===== src/inc/dpl_pkg.sv =====
package dpl_pkg;
  // Register map (byte addresses)
  localparam logic [3:0] REG_CTRL = 4'h0;
  localparam logic [3:0] REG_STATUS = 4'h4;
  localparam int CTRL_HS_EN = 0;
  localparam int CTRL_RX_EN = 1;
  localparam logic [1:0] CTRL_RESET = 2'h3;
  // Timing, ns and derived cycles at CLK
  localparam int CLK_NS = 10;
  localparam int LPX_NS = 50;
  localparam int HS_PREP_NS = 90;
  localparam int HS_ZERO_NS = 170;
  localparam int CDC_FIX_NS = 30;
  localparam int BYTE_CLK_NS = 160;
  localparam int STARTUP_NS = 2 * LPX_NS + HS_PREP_NS + HS_ZERO_NS + CDC_FIX_NS + 2 * BYTE_CLK_NS;
  localparam int STARTUP_CYC = (STARTUP_NS + CLK_NS - 1) / CLK_NS;
  localparam int LPX_CYC = (LPX_NS + CLK_NS - 1) / CLK_NS;
  localparam int WAKEUP_NS = 1000000;
  localparam int WAKEUP_CYC = (WAKEUP_NS + CLK_NS - 1) / CLK_NS;
  // Line codes
  localparam logic [7:0] START_PATTERN = 8'hB8;
  localparam logic [7:0] LPD_CMD = 8'hE1;
  localparam logic [7:0] ULP_CMD = 8'h1E;
  localparam logic [7:0] TRIG0_CMD = 8'h62;
  localparam logic [7:0] TRIG1_CMD = 8'h5D;
  localparam logic [7:0] TRIG2_CMD = 8'h21;
  localparam logic [7:0] TRIG3_CMD = 8'hA0;
  localparam logic [1:0] LP11 = 2'h3;
  localparam logic [1:0] LP10 = 2'h2;
  localparam logic [1:0] LP01 = 2'h1;
  localparam logic [1:0] LP00 = 2'h0;
  typedef enum logic [1:0] {HS_IDLE, HS_START, HS_SEND} dpl_hs_t;
  typedef enum logic [2:0] {E_IDLE, E_SEND, E_LPD, E_HOLD, E_ULP, E_WAKE} dpl_esc_t;
  typedef enum logic [1:0] {M_LPD, M_ULP, M_TRIG} dpl_mode_t;
  typedef enum logic [1:0] {C_RUN, C_ENT, C_ULP, C_WAKE} dpl_clk_t;
  typedef enum logic [2:0] {R_STOP, R_M1, R_SP1, R_M2, R_ESC} dpl_rxe_t;
endpackage : dpl_pkg


===== src/rtl/dpl_lane.sv =====
// Our own choices: register access over Wishbone and the address map.
`timescale 1ns/100ps
// Function
// HS data ignored while request low
// One byte taken per ready byte-clock edge
// Request drop stops burst, ready falls
// Clock lane request needed before HS
// Start delay covers LP, prepare, zero, crossing
// Escape request plus select enters LP data
// LP byte moves on valid and ready
// Ready falls after escape request drops
// Trigger code sent on escape request
// One-cycle command pulse starts data-lane sleep
// Data indicator low after sleep command sent
// Exit raises indicator, drives mark-one
// Request held through wakeup after exit
// Clock indicator low after entry sequence
// Clock exit raises indicator, drives mark-one
// Receive active, sync pulse, then bytes
// Trailing filler byte, active and valid fall
// Lanes independent, no alignment or deskew
// Single-bit start error flagged with sync
// Multi-bit start error, no sync, payload passed
// Escape clock from line, data flag held
// LP receive byte valid only with strobe
// Wakeup mark-one lasts at least 1 ms
module dpl_lane import dpl_pkg::*; #(
  parameter int unsigned WAKEUP_CYCLES = WAKEUP_CYC
) (
  input logic CLK,
  input logic RST,
  input logic CYC_I,
  input logic STB_I,
  input logic WE_I,
  input logic [3:0] ADR_I,
  input logic [3:0] SEL_I,
  input logic [31:0] DAT_I,
  output logic [31:0] DAT_O,
  output logic ACK_O,
  input logic TX_BYTE_CLK,
  input logic TX_HS_REQ,
  input logic [7:0] TX_HS_DATA,
  input logic TX_CLK_HS_REQ,
  output logic TX_HS_READY,
  output logic TX_HS_LINE_EN,
  output logic [7:0] TX_HS_LINE_DATA,
  input logic TX_ESC_CLK,
  input logic TX_ESC_REQ,
  input logic TX_LPD_SEL,
  input logic TX_ESC_VALID,
  input logic [7:0] TX_ESC_DATA,
  input logic [3:0] TX_TRIGGER,
  input logic TX_ULP_CMD,
  input logic TX_ULP_EXIT,
  output logic TX_ESC_READY,
  output logic TX_ULP_ACTIVE_N,
  output logic [1:0] TX_LP_LINE,
  input logic TX_CLK_ULP_REQ,
  input logic TX_CLK_ULP_EXIT,
  output logic TX_CLK_ULP_ACTIVE_N,
  output logic [1:0] TX_CLK_LP_LINE,
  input logic RX_BYTE_CLK,
  input logic RX_HS_LINE,
  input logic [7:0] RX_HS_LINE_DATA,
  input logic [1:0] RX_LP_LINE,
  output logic RX_ACTIVE,
  output logic RX_SYNC,
  output logic RX_VALID,
  output logic [7:0] RX_DATA,
  output logic RX_ERR_START,
  output logic RX_ERR_START_SYNC,
  output logic RX_ESC_CLK,
  output logic RX_LPD,
  output logic RX_ESC_VALID,
  output logic [7:0] RX_ESC_DATA
);
  localparam int WW = $clog2(WAKEUP_CYCLES + 1);

  function automatic logic [3:0] bit_errors(input logic [7:0] b);
    logic [7:0] x;
    x = b ^ START_PATTERN;
    bit_errors = 4'h0;
    for (int i = 0; i < 8; i++) bit_errors = bit_errors + 4'(x[i]);
  endfunction : bit_errors

  function automatic logic [1:0] entry_state(input logic [2:0] i);
    unique case (i[1:0])
      2'h0: entry_state = LP10;
      2'h1: entry_state = LP00;
      2'h2: entry_state = LP01;
      2'h3: entry_state = LP00;
    endcase
  endfunction : entry_state

  function automatic logic [7:0] trig_cmd(input logic [3:0] t);
    if (t[0]) trig_cmd = TRIG0_CMD;
    else if (t[1]) trig_cmd = TRIG1_CMD;
    else if (t[2]) trig_cmd = TRIG2_CMD;
    else trig_cmd = TRIG3_CMD;
  endfunction : trig_cmd

  // All pins except the Wishbone bus are outside CLK; data uses the stage older than the clock edge
  logic [2:0] c_s1, c_s2, c_s3;
  logic [39:0] d_s1, d_s2, d_s3;
  logic hs_req, clk_hs_req, esc_req, lpd_sel, esc_valid, ulp_cmd, ulp_exit, cu_req, cu_exit, rx_hs;
  logic [7:0] hs_data, esc_data, rx_hs_data;
  logic [3:0] trig;
  logic [1:0] rx_lp;
  logic txb_rise, esc_rise, rxb_rise;
  always_ff @(posedge CLK) begin
    c_s1 <= {TX_BYTE_CLK, TX_ESC_CLK, RX_BYTE_CLK};
    c_s2 <= c_s1;
    c_s3 <= c_s2;
    d_s1 <= {TX_HS_REQ, TX_HS_DATA, TX_CLK_HS_REQ, TX_ESC_REQ, TX_LPD_SEL, TX_ESC_VALID, TX_ESC_DATA, TX_TRIGGER,
             TX_ULP_CMD, TX_ULP_EXIT, TX_CLK_ULP_REQ, TX_CLK_ULP_EXIT, RX_HS_LINE, RX_HS_LINE_DATA, RX_LP_LINE};
    d_s2 <= d_s1;
    d_s3 <= d_s2;
  end
  assign {hs_req, hs_data, clk_hs_req, esc_req, lpd_sel, esc_valid, esc_data, trig,
          ulp_cmd, ulp_exit, cu_req, cu_exit, rx_hs, rx_hs_data, rx_lp} = d_s3;
  assign txb_rise = c_s2[2] & ~c_s3[2];
  assign esc_rise = c_s2[1] & ~c_s3[1];
  assign rxb_rise = c_s2[0] & ~c_s3[0];

  // Wishbone slave: one wait state, unmapped reads zero
  logic [1:0] ctrl;
  always_ff @(posedge CLK) begin
    if (RST) begin
      ACK_O <= 1'b0;
      DAT_O <= 32'h0000_0000;
    end else begin
      ACK_O <= CYC_I & STB_I & ~ACK_O;
      unique case (ADR_I)
        REG_CTRL: DAT_O <= {30'h0000_0000, ctrl};
        REG_STATUS: DAT_O <= {24'h00_0000, RX_LPD, RX_ACTIVE, TX_CLK_ULP_ACTIVE_N, TX_ULP_ACTIVE_N,
                              TX_ESC_READY, TX_HS_LINE_EN, TX_HS_READY, 1'b0};
        default: DAT_O <= 32'h0000_0000;
      endcase
    end
  end
  always_ff @(posedge CLK) begin
    if (RST) ctrl <= CTRL_RESET;
    else if (CYC_I && STB_I && WE_I && ACK_O && ADR_I == REG_CTRL && SEL_I[0]) ctrl <= DAT_I[1:0];
  end

  // High-speed transmit
  dpl_hs_t hs_st;
  logic [7:0] hs_cnt;
  always_ff @(posedge CLK) begin
    if (RST) begin
      hs_st <= HS_IDLE;
      hs_cnt <= 8'h00;
      TX_HS_LINE_EN <= 1'b0;
      TX_HS_LINE_DATA <= 8'h00;
    end else begin
      unique case (hs_st)
        HS_IDLE: if (hs_req && clk_hs_req && ctrl[CTRL_HS_EN]) begin
          hs_st <= HS_START;
          hs_cnt <= 8'(STARTUP_CYC - 1);
          TX_HS_LINE_EN <= 1'b1;
          TX_HS_LINE_DATA <= 8'h00;
        end
        HS_START: if (hs_cnt != 8'h00) hs_cnt <= hs_cnt - 8'h01;
          else hs_st <= HS_SEND;
        HS_SEND: if (!hs_req) begin
          hs_st <= HS_IDLE;
          TX_HS_LINE_EN <= 1'b0;
        end else if (txb_rise) TX_HS_LINE_DATA <= hs_data;
        default: hs_st <= HS_IDLE;
      endcase
    end
  end
  assign TX_HS_READY = (hs_st == HS_SEND);

  // Escape transmit on the data lane
  dpl_esc_t esc_st;
  dpl_mode_t esc_mode;
  logic [7:0] esc_sh;
  logic [3:0] esc_bits;
  logic [2:0] esc_ent;
  logic esc_half;
  logic [WW-1:0] wake;
  always_ff @(posedge CLK) begin
    if (RST) begin
      esc_st <= E_IDLE;
      esc_mode <= M_TRIG;
      esc_sh <= 8'h00;
      esc_bits <= 4'h0;
      esc_ent <= 3'h0;
      esc_half <= 1'b0;
      wake <= '0;
      TX_LP_LINE <= LP11;
      TX_ULP_ACTIVE_N <= 1'b1;
    end else begin
      unique case (esc_st)
        E_IDLE: if (esc_rise && esc_req && (ulp_cmd || lpd_sel || trig != 4'h0)) begin
          if (ulp_cmd) begin
            esc_mode <= M_ULP;
            esc_sh <= ULP_CMD;
          end else if (lpd_sel) begin
            esc_mode <= M_LPD;
            esc_sh <= LPD_CMD;
          end else begin
            esc_mode <= M_TRIG;
            esc_sh <= trig_cmd(trig);
          end
          esc_bits <= 4'h8;
          esc_ent <= 3'h0;
          esc_half <= 1'b0;
          esc_st <= E_SEND;
        end
        E_SEND: if (esc_rise) begin
          if (esc_ent != 3'h4) begin
            TX_LP_LINE <= entry_state(esc_ent);
            esc_ent <= esc_ent + 3'h1;
          end else if (esc_bits != 4'h0) begin
            // Spaced one-hot: mark then space per bit
            esc_half <= ~esc_half;
            if (!esc_half) TX_LP_LINE <= esc_sh[7] ? LP10 : LP01;
            else begin
              TX_LP_LINE <= LP00;
              esc_sh <= {esc_sh[6:0], 1'b0};
              esc_bits <= esc_bits - 4'h1;
            end
          end else if (esc_mode == M_LPD) esc_st <= E_LPD;
          else if (esc_mode == M_ULP) begin
            TX_ULP_ACTIVE_N <= 1'b0;
            esc_st <= E_ULP;
          end else esc_st <= E_HOLD;
        end
        E_LPD: if (esc_rise) begin
          if (esc_valid) begin
            esc_sh <= esc_data;
            esc_bits <= 4'h8;
            esc_half <= 1'b0;
            esc_st <= E_SEND;
          end else if (!esc_req) begin
            TX_LP_LINE <= LP11;
            esc_st <= E_IDLE;
          end
        end
        E_HOLD: if (!esc_req) begin
          TX_LP_LINE <= LP11;
          esc_st <= E_IDLE;
        end
        // Escape clock may be stopped while asleep, so exit is a level on CLK
        E_ULP: if (ulp_exit) begin
          TX_ULP_ACTIVE_N <= 1'b1;
          TX_LP_LINE <= LP10;
          wake <= WW'(WAKEUP_CYCLES - 1);
          esc_st <= E_WAKE;
        end
        E_WAKE: if (wake != '0) wake <= wake - WW'(1);
          else if (!esc_req) begin
            TX_LP_LINE <= LP11;
            esc_st <= E_IDLE;
          end
        default: esc_st <= E_IDLE;
      endcase
    end
  end
  assign TX_ESC_READY = (esc_st == E_LPD);

  // Clock lane sleep
  dpl_clk_t cl_st;
  logic [WW-1:0] cl_cnt;
  always_ff @(posedge CLK) begin
    if (RST) begin
      cl_st <= C_RUN;
      cl_cnt <= '0;
      TX_CLK_LP_LINE <= LP11;
      TX_CLK_ULP_ACTIVE_N <= 1'b1;
    end else begin
      unique case (cl_st)
        C_RUN: if (cu_req) begin
          TX_CLK_LP_LINE <= LP10;
          cl_cnt <= WW'(LPX_CYC - 1);
          cl_st <= C_ENT;
        end
        C_ENT: if (cl_cnt != '0) cl_cnt <= cl_cnt - WW'(1);
          else begin
            TX_CLK_LP_LINE <= LP00;
            TX_CLK_ULP_ACTIVE_N <= 1'b0;
            cl_st <= C_ULP;
          end
        C_ULP: if (cu_exit) begin
          TX_CLK_ULP_ACTIVE_N <= 1'b1;
          TX_CLK_LP_LINE <= LP10;
          cl_cnt <= WW'(WAKEUP_CYCLES - 1);
          cl_st <= C_WAKE;
        end
        C_WAKE: if (cl_cnt != '0) cl_cnt <= cl_cnt - WW'(1);
          else if (!cu_req) begin
            TX_CLK_LP_LINE <= LP11;
            cl_st <= C_RUN;
          end
      endcase
    end
  end

  // High-speed receive; this lane neither aligns nor deskews
  logic trail;
  always_ff @(posedge CLK) begin
    if (RST) begin
      RX_ACTIVE <= 1'b0;
      RX_SYNC <= 1'b0;
      RX_VALID <= 1'b0;
      RX_DATA <= 8'h00;
      RX_ERR_START <= 1'b0;
      RX_ERR_START_SYNC <= 1'b0;
      trail <= 1'b0;
    end else if (rxb_rise) begin
      RX_SYNC <= 1'b0;
      RX_ERR_START <= 1'b0;
      RX_ERR_START_SYNC <= 1'b0;
      if (!RX_ACTIVE) begin
        if (rx_hs && ctrl[CTRL_RX_EN]) begin
          RX_ACTIVE <= 1'b1;
          trail <= 1'b0;
          RX_SYNC <= (bit_errors(rx_hs_data) <= 4'h1);
          RX_ERR_START <= (bit_errors(rx_hs_data) == 4'h1);
          RX_ERR_START_SYNC <= (bit_errors(rx_hs_data) > 4'h1);
        end
      end else if (rx_hs) begin
        RX_VALID <= 1'b1;
        RX_DATA <= rx_hs_data;
      end else if (!trail) begin
        RX_VALID <= 1'b1;
        RX_DATA <= {8{RX_DATA[7]}};
        trail <= 1'b1;
      end else begin
        RX_ACTIVE <= 1'b0;
        RX_VALID <= 1'b0;
      end
    end
  end

  // Low-power receive
  dpl_rxe_t re_st;
  logic [1:0] lp_prev;
  logic [7:0] re_sh;
  logic [2:0] re_bits;
  logic cmd_done;
  always_ff @(posedge CLK) begin
    if (RST) begin
      re_st <= R_STOP;
      lp_prev <= LP11;
      re_sh <= 8'h00;
      re_bits <= 3'h0;
      cmd_done <= 1'b0;
      RX_ESC_CLK <= 1'b0;
      RX_LPD <= 1'b0;
      RX_ESC_VALID <= 1'b0;
      RX_ESC_DATA <= 8'h00;
    end else begin
      lp_prev <= rx_lp;
      RX_ESC_CLK <= rx_lp[1] ^ rx_lp[0];
      if (rx_lp != lp_prev) begin
        if (rx_lp == LP11) begin
          re_st <= R_STOP;
          RX_LPD <= 1'b0;
          RX_ESC_VALID <= 1'b0;
        end else begin
          unique case (re_st)
            R_STOP: re_st <= (rx_lp == LP10) ? R_M1 : R_STOP;
            R_M1: re_st <= (rx_lp == LP00) ? R_SP1 : R_STOP;
            R_SP1: re_st <= (rx_lp == LP01) ? R_M2 : R_STOP;
            R_M2: if (rx_lp == LP00) begin
              re_st <= R_ESC;
              re_bits <= 3'h0;
              cmd_done <= 1'b0;
            end else re_st <= R_STOP;
            R_ESC: if (rx_lp != LP00) begin
              re_sh <= {re_sh[6:0], rx_lp == LP10};
              re_bits <= re_bits + 3'h1;
              RX_ESC_VALID <= 1'b0;
              if (re_bits == 3'h7) begin
                cmd_done <= 1'b1;
                if (!cmd_done) RX_LPD <= ({re_sh[6:0], rx_lp == LP10} == LPD_CMD);
                else if (RX_LPD) begin
                  RX_ESC_DATA <= {re_sh[6:0], rx_lp == LP10};
                  RX_ESC_VALID <= 1'b1;
                end
              end
            end
            default: re_st <= R_STOP;
          endcase
        end
      end
    end
  end

  logic [7:0] st_age;
  always_ff @(posedge CLK) begin
    if (RST || hs_st != HS_START) st_age <= 8'h00;
    else if (st_age != 8'hFF) st_age <= st_age + 8'h01;
  end
endmodule : dpl_lane


===== config.mk =====
export PLATFORM = sky130hd
export DESIGN_NAME = dpl_lane
export DESIGN_NICKNAME = d
export VERILOG_FILES = /design/src/inc/dpl_pkg.sv /design/src/rtl/dpl_lane.sv
export SDC_FILE = /design/constraint.sdc
export NUM_CORES = 1
export LEC_CHECK = 0
export ABC_AREA = 1
export ABC_CLOCK_PERIOD_IN_PS = 3500
export BUFFER_PORTS_ARGS = -buffer_cell sky130_fd_sc_hd__buf_2
export CAP_MARGIN = 20
export CORE_MARGIN = 4
export CORE_UTILIZATION = 40
export DETAILED_ROUTE_END_ITERATION = 10
export PLACE_DENSITY_LB_ADDON = 0.25
export SLEW_MARGIN = 20
export SYNTH_ARGS = -nofsm -noshare
export SYNTH_HDL_FRONTEND = slang
export SYNTH_SLANG_ARGS = --single-unit

===== constraint.sdc =====
create_clock -name CLK -period 3.5 [get_ports CLK]
set_input_delay 0.525 -clock CLK [delete_from_list [all_inputs] [get_ports CLK]]
set_output_delay 0.525 -clock CLK [all_outputs]
set_load 0.1 [all_outputs]

## Word level (Yosys, flattened, before mapping)

Index checks and enable logic that the tools add are counted.

| word-level totals | value |
|---|---|
| register bits after elaboration | 287 |
| bits of input ports | 88 |
| logic and storage cells | 341 |
| output and inout bits | 74 |

| cells by class | value |
|---|---|
| bitwise operators | 13 |
| reduce and logical (&&, ||, !) cells | 67 |
| equal/unequal tests | 62 |
| muxes and demuxes | 141 |
| add/sub/neg operators | 13 |
| magnitude comparators | 2 |

Operators by type and width:

| kind | number |
|---|---|
| 2-to-1 mux 8 bit | 18 |
| 2-to-1 mux 17 bit | 5 |
| inequality test 2 bit (second input constant) | 28 |
| 2-to-1 mux 2 bit | 27 |
| 2-to-1 mux 3 bit | 18 |
| case mux 17 bit (3 select lines) | 1 |
| case mux 8 bit (2 select lines) | 3 |
| 2-to-1 mux 1 bit | 44 |
| AND reduction 7 bit | 5 |
| case mux 17 bit (2 select lines) | 1 |
| nonzero test 17 bit | 2 |
| subtractor 17 x 1 -> 17 bit (second input constant) | 2 |
| AND reduction 3 bit | 10 |
| 2-to-1 mux 4 bit | 7 |
| case mux 8 bit (3 select lines) | 1 |
| nonzero test 2 bit | 12 |
| case mux 3 bit (6 select lines) | 1 |
| adder 4 x 1 -> 4 bit | 4 |
| case mux 2 bit (4 select lines) | 2 |
| case mux 3 bit (5 select lines) | 1 |
| AND reduction 5 bit | 3 |
| equality test 2 bit (second input constant) | 7 |
| equality test 3 x 2 -> 1 bit (second input constant) | 4 |
| equality test 3 bit (second input constant) | 4 |
| other kinds (41) | 88 |

## Depth between registers and ports, before layout

Gate-level depths: netlist of run 1.

| depth | value |
|---|---|
| word-level depth | 10 |
| mapped depth | 13 |

## Least setup slack after synthesis of run 1

No wires, ideal clock.

| path | value |
|---|---|
| kind | register to register |
| start point | reg d_s3[2] |
| end point | reg RX_ERR_START |
| path buffers | 0 |
| stages on the path, launching flop included | 14 |
| setup slack | 520 ps |
| clock period less this slack | 2980 ps |
| arrival | 2910 ps |
| cell sequence | dfxtp_1 > fa_1 > fa_1 > fa_1 > ha_1 > inv_1 > fa_1 > nor2_1 > nand2_1 > nand2_1 > o211ai_1 > nor2_1 > nand2_1 > a21oi_1 |

| between the ends | value |
|---|---|
| longest elaborated chain between the ends | 10 |

RTL lines:

| item | RTL line | text |
|---|---|---|
| start, declared | dpl_lane.sv:104 | `logic [39:0] d_s1, d_s2, d_s3;` |
| start signal, assigned | dpl_lane.sv:117 | `d_s3 <= d_s2;` |
| adder 1 x 1 -> 2 bit | dpl_lane.sv:83 | `for (int i = 0; i < 8; i++) bit_errors = bit_errors + 4'(x[i]);` |
| adder 2 x 1 -> 3 bit | dpl_lane.sv:83 |  |
| adder 3 x 1 -> 4 bit | dpl_lane.sv:83 |  |
| adder 4 x 1 -> 4 bit (4 in series) | dpl_lane.sv:83 |  |
| equality test 4 x 1 -> 1 bit | dpl_lane.sv:321 | `RX_ERR_START <= (bit_errors(rx_hs_data) == 4'h1);` |
| 2-to-1 mux 1 bit | dpl_lane.sv:317 | `if (rx_hs && ctrl[CTRL_RX_EN]) begin` |
| 2-to-1 mux 1 bit | dpl_lane.sv:316 | `if (!RX_ACTIVE) begin` |
| end signal, assigned | dpl_lane.sv:321 |  |
| end, declared | dpl_lane.sv:70 | `output logic RX_ERR_START,` |

Every way passes these cells.
A chain may end at the register's enable or synchronous reset.

## Worst setup path in the final report of run 1

Ends and elaborated chain as after synthesis.

==> impl_results.md, run 1 <==
* Worst Setup End Kind: flop
* CTS Sinks at ~260
* Fmax achieved at approximately 320 MHz
* Top cells by count, synth: dfxtp_1, nand2_1, nor2_1
* Pre-antenna DRT Iters at 7
* Crit path kind: flop to flop
* Detail Route Antenna Nets at 0
* Detailed-placement wirelength estimate at about 14000 µm
* Via Count at 7889
* Combinational power share at 0.364
* Status: finished, final reports clean
* Sequential share of the synthesized area at 0.5221
* Synth area leaders: dfxtp_1, nand2_1, nor2_1, nand3_1, inv_1
* Top delay family on crit path: adder cells
* Critical Path Source: d_s3[2]
* Reg-to-Reg End: RX_ERR_START
* RSZ-0062 raised after global routing: false
* Top-count cell post-synth: dfxtp_1
* Power share of the clock group at 0.295
* Routability Congestion at between 0.8 and 0.9
* Psw at 0.004210 W
* Slowest stage cell, crit path: fa_1
* Critical Path End: RX_ERR_START
* Clk_skew at between 0.007 and 0.008 ns
* Setup tns final at 0 ns
* Tcrit/Tclk final at 0.8983
* DR WL/cell at 11.86 µm
* Worst-Margin Slew at just under 0.8 ns
* Worst path bufs/invs at 1
* Static leakage at 5.486 nW
* Clock slew seen by the registers of the worst setup and hold paths at about 0.060 ns
* Synth-to-layout area growth at 17.11%
* Clock Tree Root: clkbuf_16
* Core box area at 24530 µm²
* Ys flop type: dfxtp_1
* Number of hold buffers added after cts at 0
* Largest net degree at the start of global routing at 74
* Crit-path cells: fa_1 > fa_1 > fa_1 > ha_1 > inv_1 > fa_1 > nor2_1 > nand2_1 > nand2_1 > o211ai_1 > nor2_1 > nand2_1 > a21oi_1
* Remaining global-route overflow at 0
* Fillers at 2439
* Synth Cell Area at 10080 µm²
* Share of layout cells above drive strength 1 at 0.1354
* Via-per-instance ratio at 4.627
* DIE WIDTH at 166.8 µm
* Diode count at 0
* Placed cell area at approximately 11000 µm²
* Reg area at between 5000 and 6000 µm²
* Sequential power share at 0.342
* Synth cell types at 45
* Worst skew pair latency at around 0.53 ns
* Syn. warnings at 0
* CTS tree: built
* Number of CTS-inserted buffers at 28
* Async set or reset register ratio after synthesis at 0
* Syn_area_per_cell at about 8.0 µm²
* Critical Path AT at between 3 and 4 ns
* Setup violations, final at 0
* Worst Hold Margin at roughly 0.089 ns
* Initial DRC count at a little over 400
* Post-synth top area cell: dfxtp_1
* Final Hold Vio Count at 0
* CP Data Required Time at around 4 ns
* Post-synth EDFFs at 0
* Worst Reg-to-Reg Cells at 13
* R2R Path Start: d_s3[2]
* PortBufs at 104
* IO Pins at roughly 160
* Max-cap violation count at 0
* WL final at about 20000 µm
* #FFs+latches synth at about 260
* Sw frac at 0.3902
* Initial antenna violation count at 0
* Nets@finish at between 1000 and 1500
* Final min period at 3.144 ns
* CTS max path bufs at 3
* H-tree Lvls at 1
* Cell-internal power at 0.006580 W
* Row count at 57
* Crit. path cell count at 13
* Max stage delay on crit path at about 0.56 ns
* Number of setup buffers added after CTS at 0
* Global-route wire length before repair at 34460 µm
* Crit start category: flop
* Chip height at about 170 µm
* Area of the die at approximately 28000 µm²
* Most common cell on crit path: fa_1
* # DRC at 0
* Final Cell Area at approximately 12000 µm²
* Slew Viols, Final at 0
* Multi-input gate area at 4135 µm²
* Worst VDD drop at 0.0004638 V
* Mapped Cells at ~1300
* Relative max-transition margin at 0.4818
* Effective utilization at floorplan at 0.4111
* Power Density at 913.6 nW/µm²
* R2R setup slack at roughly 0.36 ns
* Worst hold path class: primary input to flop
* Gates resized, CTS repair at 0
* Vias in the first global route at around 7400
* CP max FO at 2
* Synth top area share at 0.5221
* Tot GR Track Use at 0.1421
==> area by class of cell <==
class	count	share of cell area
tap	324	0.03433
multi-input combinational	843	0.3501
clock buffer	35	0.06494
timing repair buffer	107	0.04598
clock inverter	15	0.02129
inverter	118	0.03750
sequential	263	0.4458
==> worst reg2reg max path: cells and delay by family (launching register included) <==
kind,cells,cell delay (ns)
fa+ha+maj,5,2.07
compound gates,2,0.21
flops,1,0.33
buf+inv,1,0.05
simple gates,5,0.39
==> logic make-up after synthesis <==
kind of cell    Yosys count  share of synthesized area
compound gates          178                    0.09814
flops                   263                     0.5221
other cells               1                  0.0003719
xor+xnor                 11                   0.009553
buf+inv                 171                    0.07643
fa+ha+maj                29                    0.03896
simple gates            601                     0.2545
==> per-layer routing <==
| metal | part of all wire | GRT usage | vias to the layer above | wire (µm) |
|---|---|---|---|---|
| met3 | 0.056 | 0.02963 | 23 | 1123 |
| met4 | 0.014 | 0.03451 | 0 | 289 |
| met2 | 0.45 | 0.2373 | 145 | 9104 |
| met5 | 0 | 0 | - | 0 |
| li1 | - | - | 4200 | - |
| met1 | 0.48 | 0.1897 | 3521 | 9710 |
==> worst min path at each step <==
stage / cells past startpoint / start / endpoint
floorplan: 0 / c_s1[0] / c_s2[0]
global placement: 0 / d_s1[21] / d_s2[21]
detailed placement: 0 / d_s2[35] / d_s3[35]
CTS: 1 / RX_HS_LINE_DATA[2] / d_s1[4]
global route: 1 / RX_HS_LINE_DATA[5] / d_s1[7]
finish: 1 / TX_TRIGGER[3] / d_s1[18]
==> state kept, by name, summed over array words and instances (netlist names), 8 cells and up <==
signal / count
d_s3: 40
cl_cnt: 17
esc_sh: 8
wake: 17
DAT_O: 8
TX_HS_LINE_DATA: 8
RX_DATA: 8
d_s1: 40
RX_ESC_DATA: 8
hs_cnt: 8
d_s2: 40
==> per-stage QoR <==
stage                     power (W)  instances    util  setup slack, ns
after CTS                   0.01090       1705  0.4814           0.3549
after global placement     0.007619       1655  0.4399           0.3732
after global routing        0.01169       1705  0.4814           0.1376
after floorplan            0.007021       1277       -           0.5195
final                       0.01079       1705  0.4814           0.3560
after detailed placement   0.007670       1655  0.4399           0.3687
==> cell usage in the layout (no fill, tap or decap), types with 3 or more instances in the layout <==
cell	instances
a211oi_1	4
a21boi_0	3
a21oi_1	76
a22o_1	4
a22oi_1	3
a31oi_1	10
buf_2	104
buf_4	3
bufinv_16	6
clkbuf_1	3
clkbuf_16	28
clkbuf_8	4
clkinv_2	3
clkinvlp_4	3
conb_1	24
dfxtp_1	263
fa_1	4
ha_1	25
inv_1	112
inv_2	5
nand2_1	258
nand3_1	92
nand3_2	4
nand3b_1	5
nand4_1	13
nor2_1	197
nor2_2	7
nor2_4	4
nor3_1	10
o211ai_1	5
o21ai_0	59
o21ai_1	5
o21bai_1	3
or2_2	4
xnor2_1	5
xor2_1	6
==> power by group through the flow <==
stage	sequential, W	clock [W]	combinational, W
global route	0.00374	0.00341	0.00454
floorplan	0.00399	0	0.00303
detailed placement	0.00375	0	0.00392
CTS	0.00369	0.00328	0.00394
finish	0.00369	0.00318	0.00393
global placement	0.00374	0	0.00388
Note: power is estimated with default switching activity, not from simulation.
==> run 2: changes to the inputs <==
--- a/config.mk
+++ b/config.mk
@@ -6,7 +6,7 @@
 export NUM_CORES = 1
 export LEC_CHECK = 0
 export ABC_AREA = 1
-export ABC_CLOCK_PERIOD_IN_PS = 3500
+export ABC_CLOCK_PERIOD_IN_PS = 4100
 export BUFFER_PORTS_ARGS = -buffer_cell sky130_fd_sc_hd__buf_2
 export CAP_MARGIN = 20
 export CORE_MARGIN = 4
==> constraint.sdc (replaced) <==
create_clock -name CLK -period 4.1 [get_ports CLK]
set_input_delay 0.615 -clock CLK [delete_from_list [all_inputs] [get_ports CLK]]
set_output_delay 0.615 -clock CLK [all_outputs]
set_load 0.1 [all_outputs]
==> run 2 against run 1 <==
Effect of this change: routed wire length fell by 0.99%; highest routed layer unchanged; register-to-register slack gained 0.57 ns; count of clock-buffer cells in the layout up 1; critical path type unchanged; worst hold slack gained 0.083 ns; clock power shrank 17%; largest cell class unchanged; cell count is essentially flat.
==> impl_results.md, run 2 (synthesis results as in run 1) <==
* Status: finished, final reports clean
* Global-route wire length before repair at 34190 µm
* Critical Path Source: d_s3[2]
* Core box area at approximately 25000 µm²
* RSZ-0062 raised after global routing: false
* Clk_skew at around 0.010 ns
* Via Count at ~8000
* Multi-input gate area at just over 4000 µm²
* Hold path depth at 1
* Nets@finish at between 1000 and 1500
* Largest net degree at the start of global routing at 55
* # DRC at 0
* Crit path kind: flop to flop
* IO Pins at around 160
* Slowest stage cell, crit path: fa_1
* Chip height at ~170 µm
* Effective utilization at floorplan at 0.4111
* Fmax achieved at between 300 and 400 MHz
* Number of hold buffers added after cts at 0
* Setup tns final at 0 ns
* Worst-Margin Slew at about 0.8 ns
* Power Density at just under 800 nW/µm²
* Share of layout cells above drive strength 1 at 0.1333
* Worst hold path class: primary input to flop
* CTS max path bufs at 3
* Number of setup buffers added after CTS at 0
* Final min period at between 3 and 4 ns
* Tot GR Track Use at 0.1401
* Worst Reg-to-Reg Cells at 13
* Critical Path AT at approximately 3.6 ns
* CP max FO at 2
* Crit-path cells: fa_1 > fa_1 > fa_1 > ha_1 > inv_1 > fa_1 > nor2_1 > nand2_1 > nand2_1 > o211ai_1 > nor2_1 > nand2_1 > a21oi_1
* Hold path endpoint: d_s1[38]
* Setup violations, final at 0
* Power Total at about 0.009 W
* Worst path bufs/invs at 1
* CTS tree: built
* Reg-to-Reg End: RX_ERR_START
* Worst Setup End Kind: flop
* R2R Path Start: d_s3[2]
* Area of the die at ~28000 µm²
* Initial antenna violation count at 0
* Final Hold Vio Count at 0
* Most common cell on crit path: fa_1
* Via-per-instance ratio at around 4.6
* Clock Tree Root: clkbuf_16
* Diode count at 0
* Commonest non-fill, non-tap cell in the layout: dfxtp_1
* Max-cap violation count at 0
* R2R setup slack at about 0.9 ns
* Detail Route Antenna Nets at 0
* Worst VDD drop at 0.0005060 V
* Place WS at approximately 0.89 ns
* Leading cell types in the layout, fill and taps excluded: dfxtp_1, nand2_1, nor2_1
* Placed cells at approximately 1700
* Static leakage at 5.463 nW
* Pre-antenna DRT Iters at 5
* CTS Sinks at ~260
* Relative max-transition margin at 0.4647
* Clock slew seen by the registers of the worst setup and hold paths at ~0.06 ns
* Detailed-placement wirelength estimate at approximately 14000 µm
* Top flop regs: d_s1 (40), d_s2 (40), d_s3 (40)
* DR WL/cell at 11.75 µm
* Row count at 57
* DIE WIDTH at 166.8 µm
* Crit start category: flop
* Tcrit/Tclk final at 0.7745
* CP Data Required Time at ~4.6 ns
* Max stage delay on crit path at 0.57 ns
* Routability Congestion at 0.8661
* Reg area at between 5000 and 6000 µm²
* Worst Setup Slack, final at 0.9247 ns
* Vias in the first global route at 7334
* Initial DRC count at 345
* PortBufs at 104
* Gates resized, CTS repair at 0
* Number of CTS-inserted buffers at 27
* Slew Viols, Final at 0
* Finished Layout Cells at between 1500 and 2000
* Fillers at about 2400
* Synth-to-layout area growth at 16.65%
* Top delay family on crit path: adder cells
* Worst skew pair latency at about 0.54 ns
* H-tree Lvls at 1
* Remaining global-route overflow at 0
* WL final at 20030 µm
* Worst hold start: TX_HS_DATA[7]
## run 2: worst max-delay path by stage
stage / endpoint / slack, ns / cells past startpoint
after global placement: RX_ERR_START / 0.97 / 13
after global routing: RX_ERR_START / 0.73 / 13
after detailed placement: RX_ERR_START / 0.89 / 13
after CTS: RX_ERR_START / 0.89 / 13
after floorplan: RX_ERR_START / 1.12 / 13
final: RX_ERR_START / 0.92 / 13
## run 2: area by class of cell
| cell class | count | share of cell area |
|---|---|---|
| inverters | 118 | 0.03765 |
| clock inverters | 14 | 0.01957 |
| repair buffers | 106 | 0.04552 |
| multi-input cells | 843 | 0.3515 |
| clock buffers | 36 | 0.06371 |
| well taps | 324 | 0.03446 |
| flip-flops and latches | 263 | 0.4476 |
## run 2: report_power, final
| part | total (W) | internal, W | switching (W) |
|---|---|---|---|
| Combinational | 0.00336 | 0.00102 | 0.00233 |
| Clock | 0.00263 | 0.00161 | 0.00101 |
| Sequential | 0.00314 | 0.00289 | 0.000258 |
| Total | 0.00913 | 0.00552 | 0.00360 |
## run 2: per-layer routing
| layer | track usage | vias to the layer above | share of wire |
|---|---|---|---|
| met5 | 0 | - | 0 |
| met4 | 0.03059 | 0 | 0.016 |
| met3 | 0.02749 | 29 | 0.057 |
| met2 | 0.2350 | 168 | 0.46 |
| met1 | 0.1887 | 3509 | 0.47 |
| li1 | - | 4201 | - |
## run 2: worst register-to-register path, stage by stage, from the launching register on
cell and delay, ns:
dfxtp_1 0.32, fa_1 0.57, fa_1 0.45, fa_1 0.54, ha_1 0.17, inv_1 0.05
fa_1 0.39, nor2_1 0.10, nand2_1 0.05, nand2_1 0.05, o211ai_1 0.10, nor2_1 0.14
nand2_1 0.06, a21oi_1 0.12
## run 2: through the flow
stage                 util  instance area, µm²  hold slack (ns)
floorplan                -               10170           0.3096
global placement    0.4396               10780           0.3096
detailed placement  0.4396               10780           0.3121
CTS                 0.4795               11760           0.1421
global route        0.4795               11760           0.1423
finish              0.4795               11760           0.1718
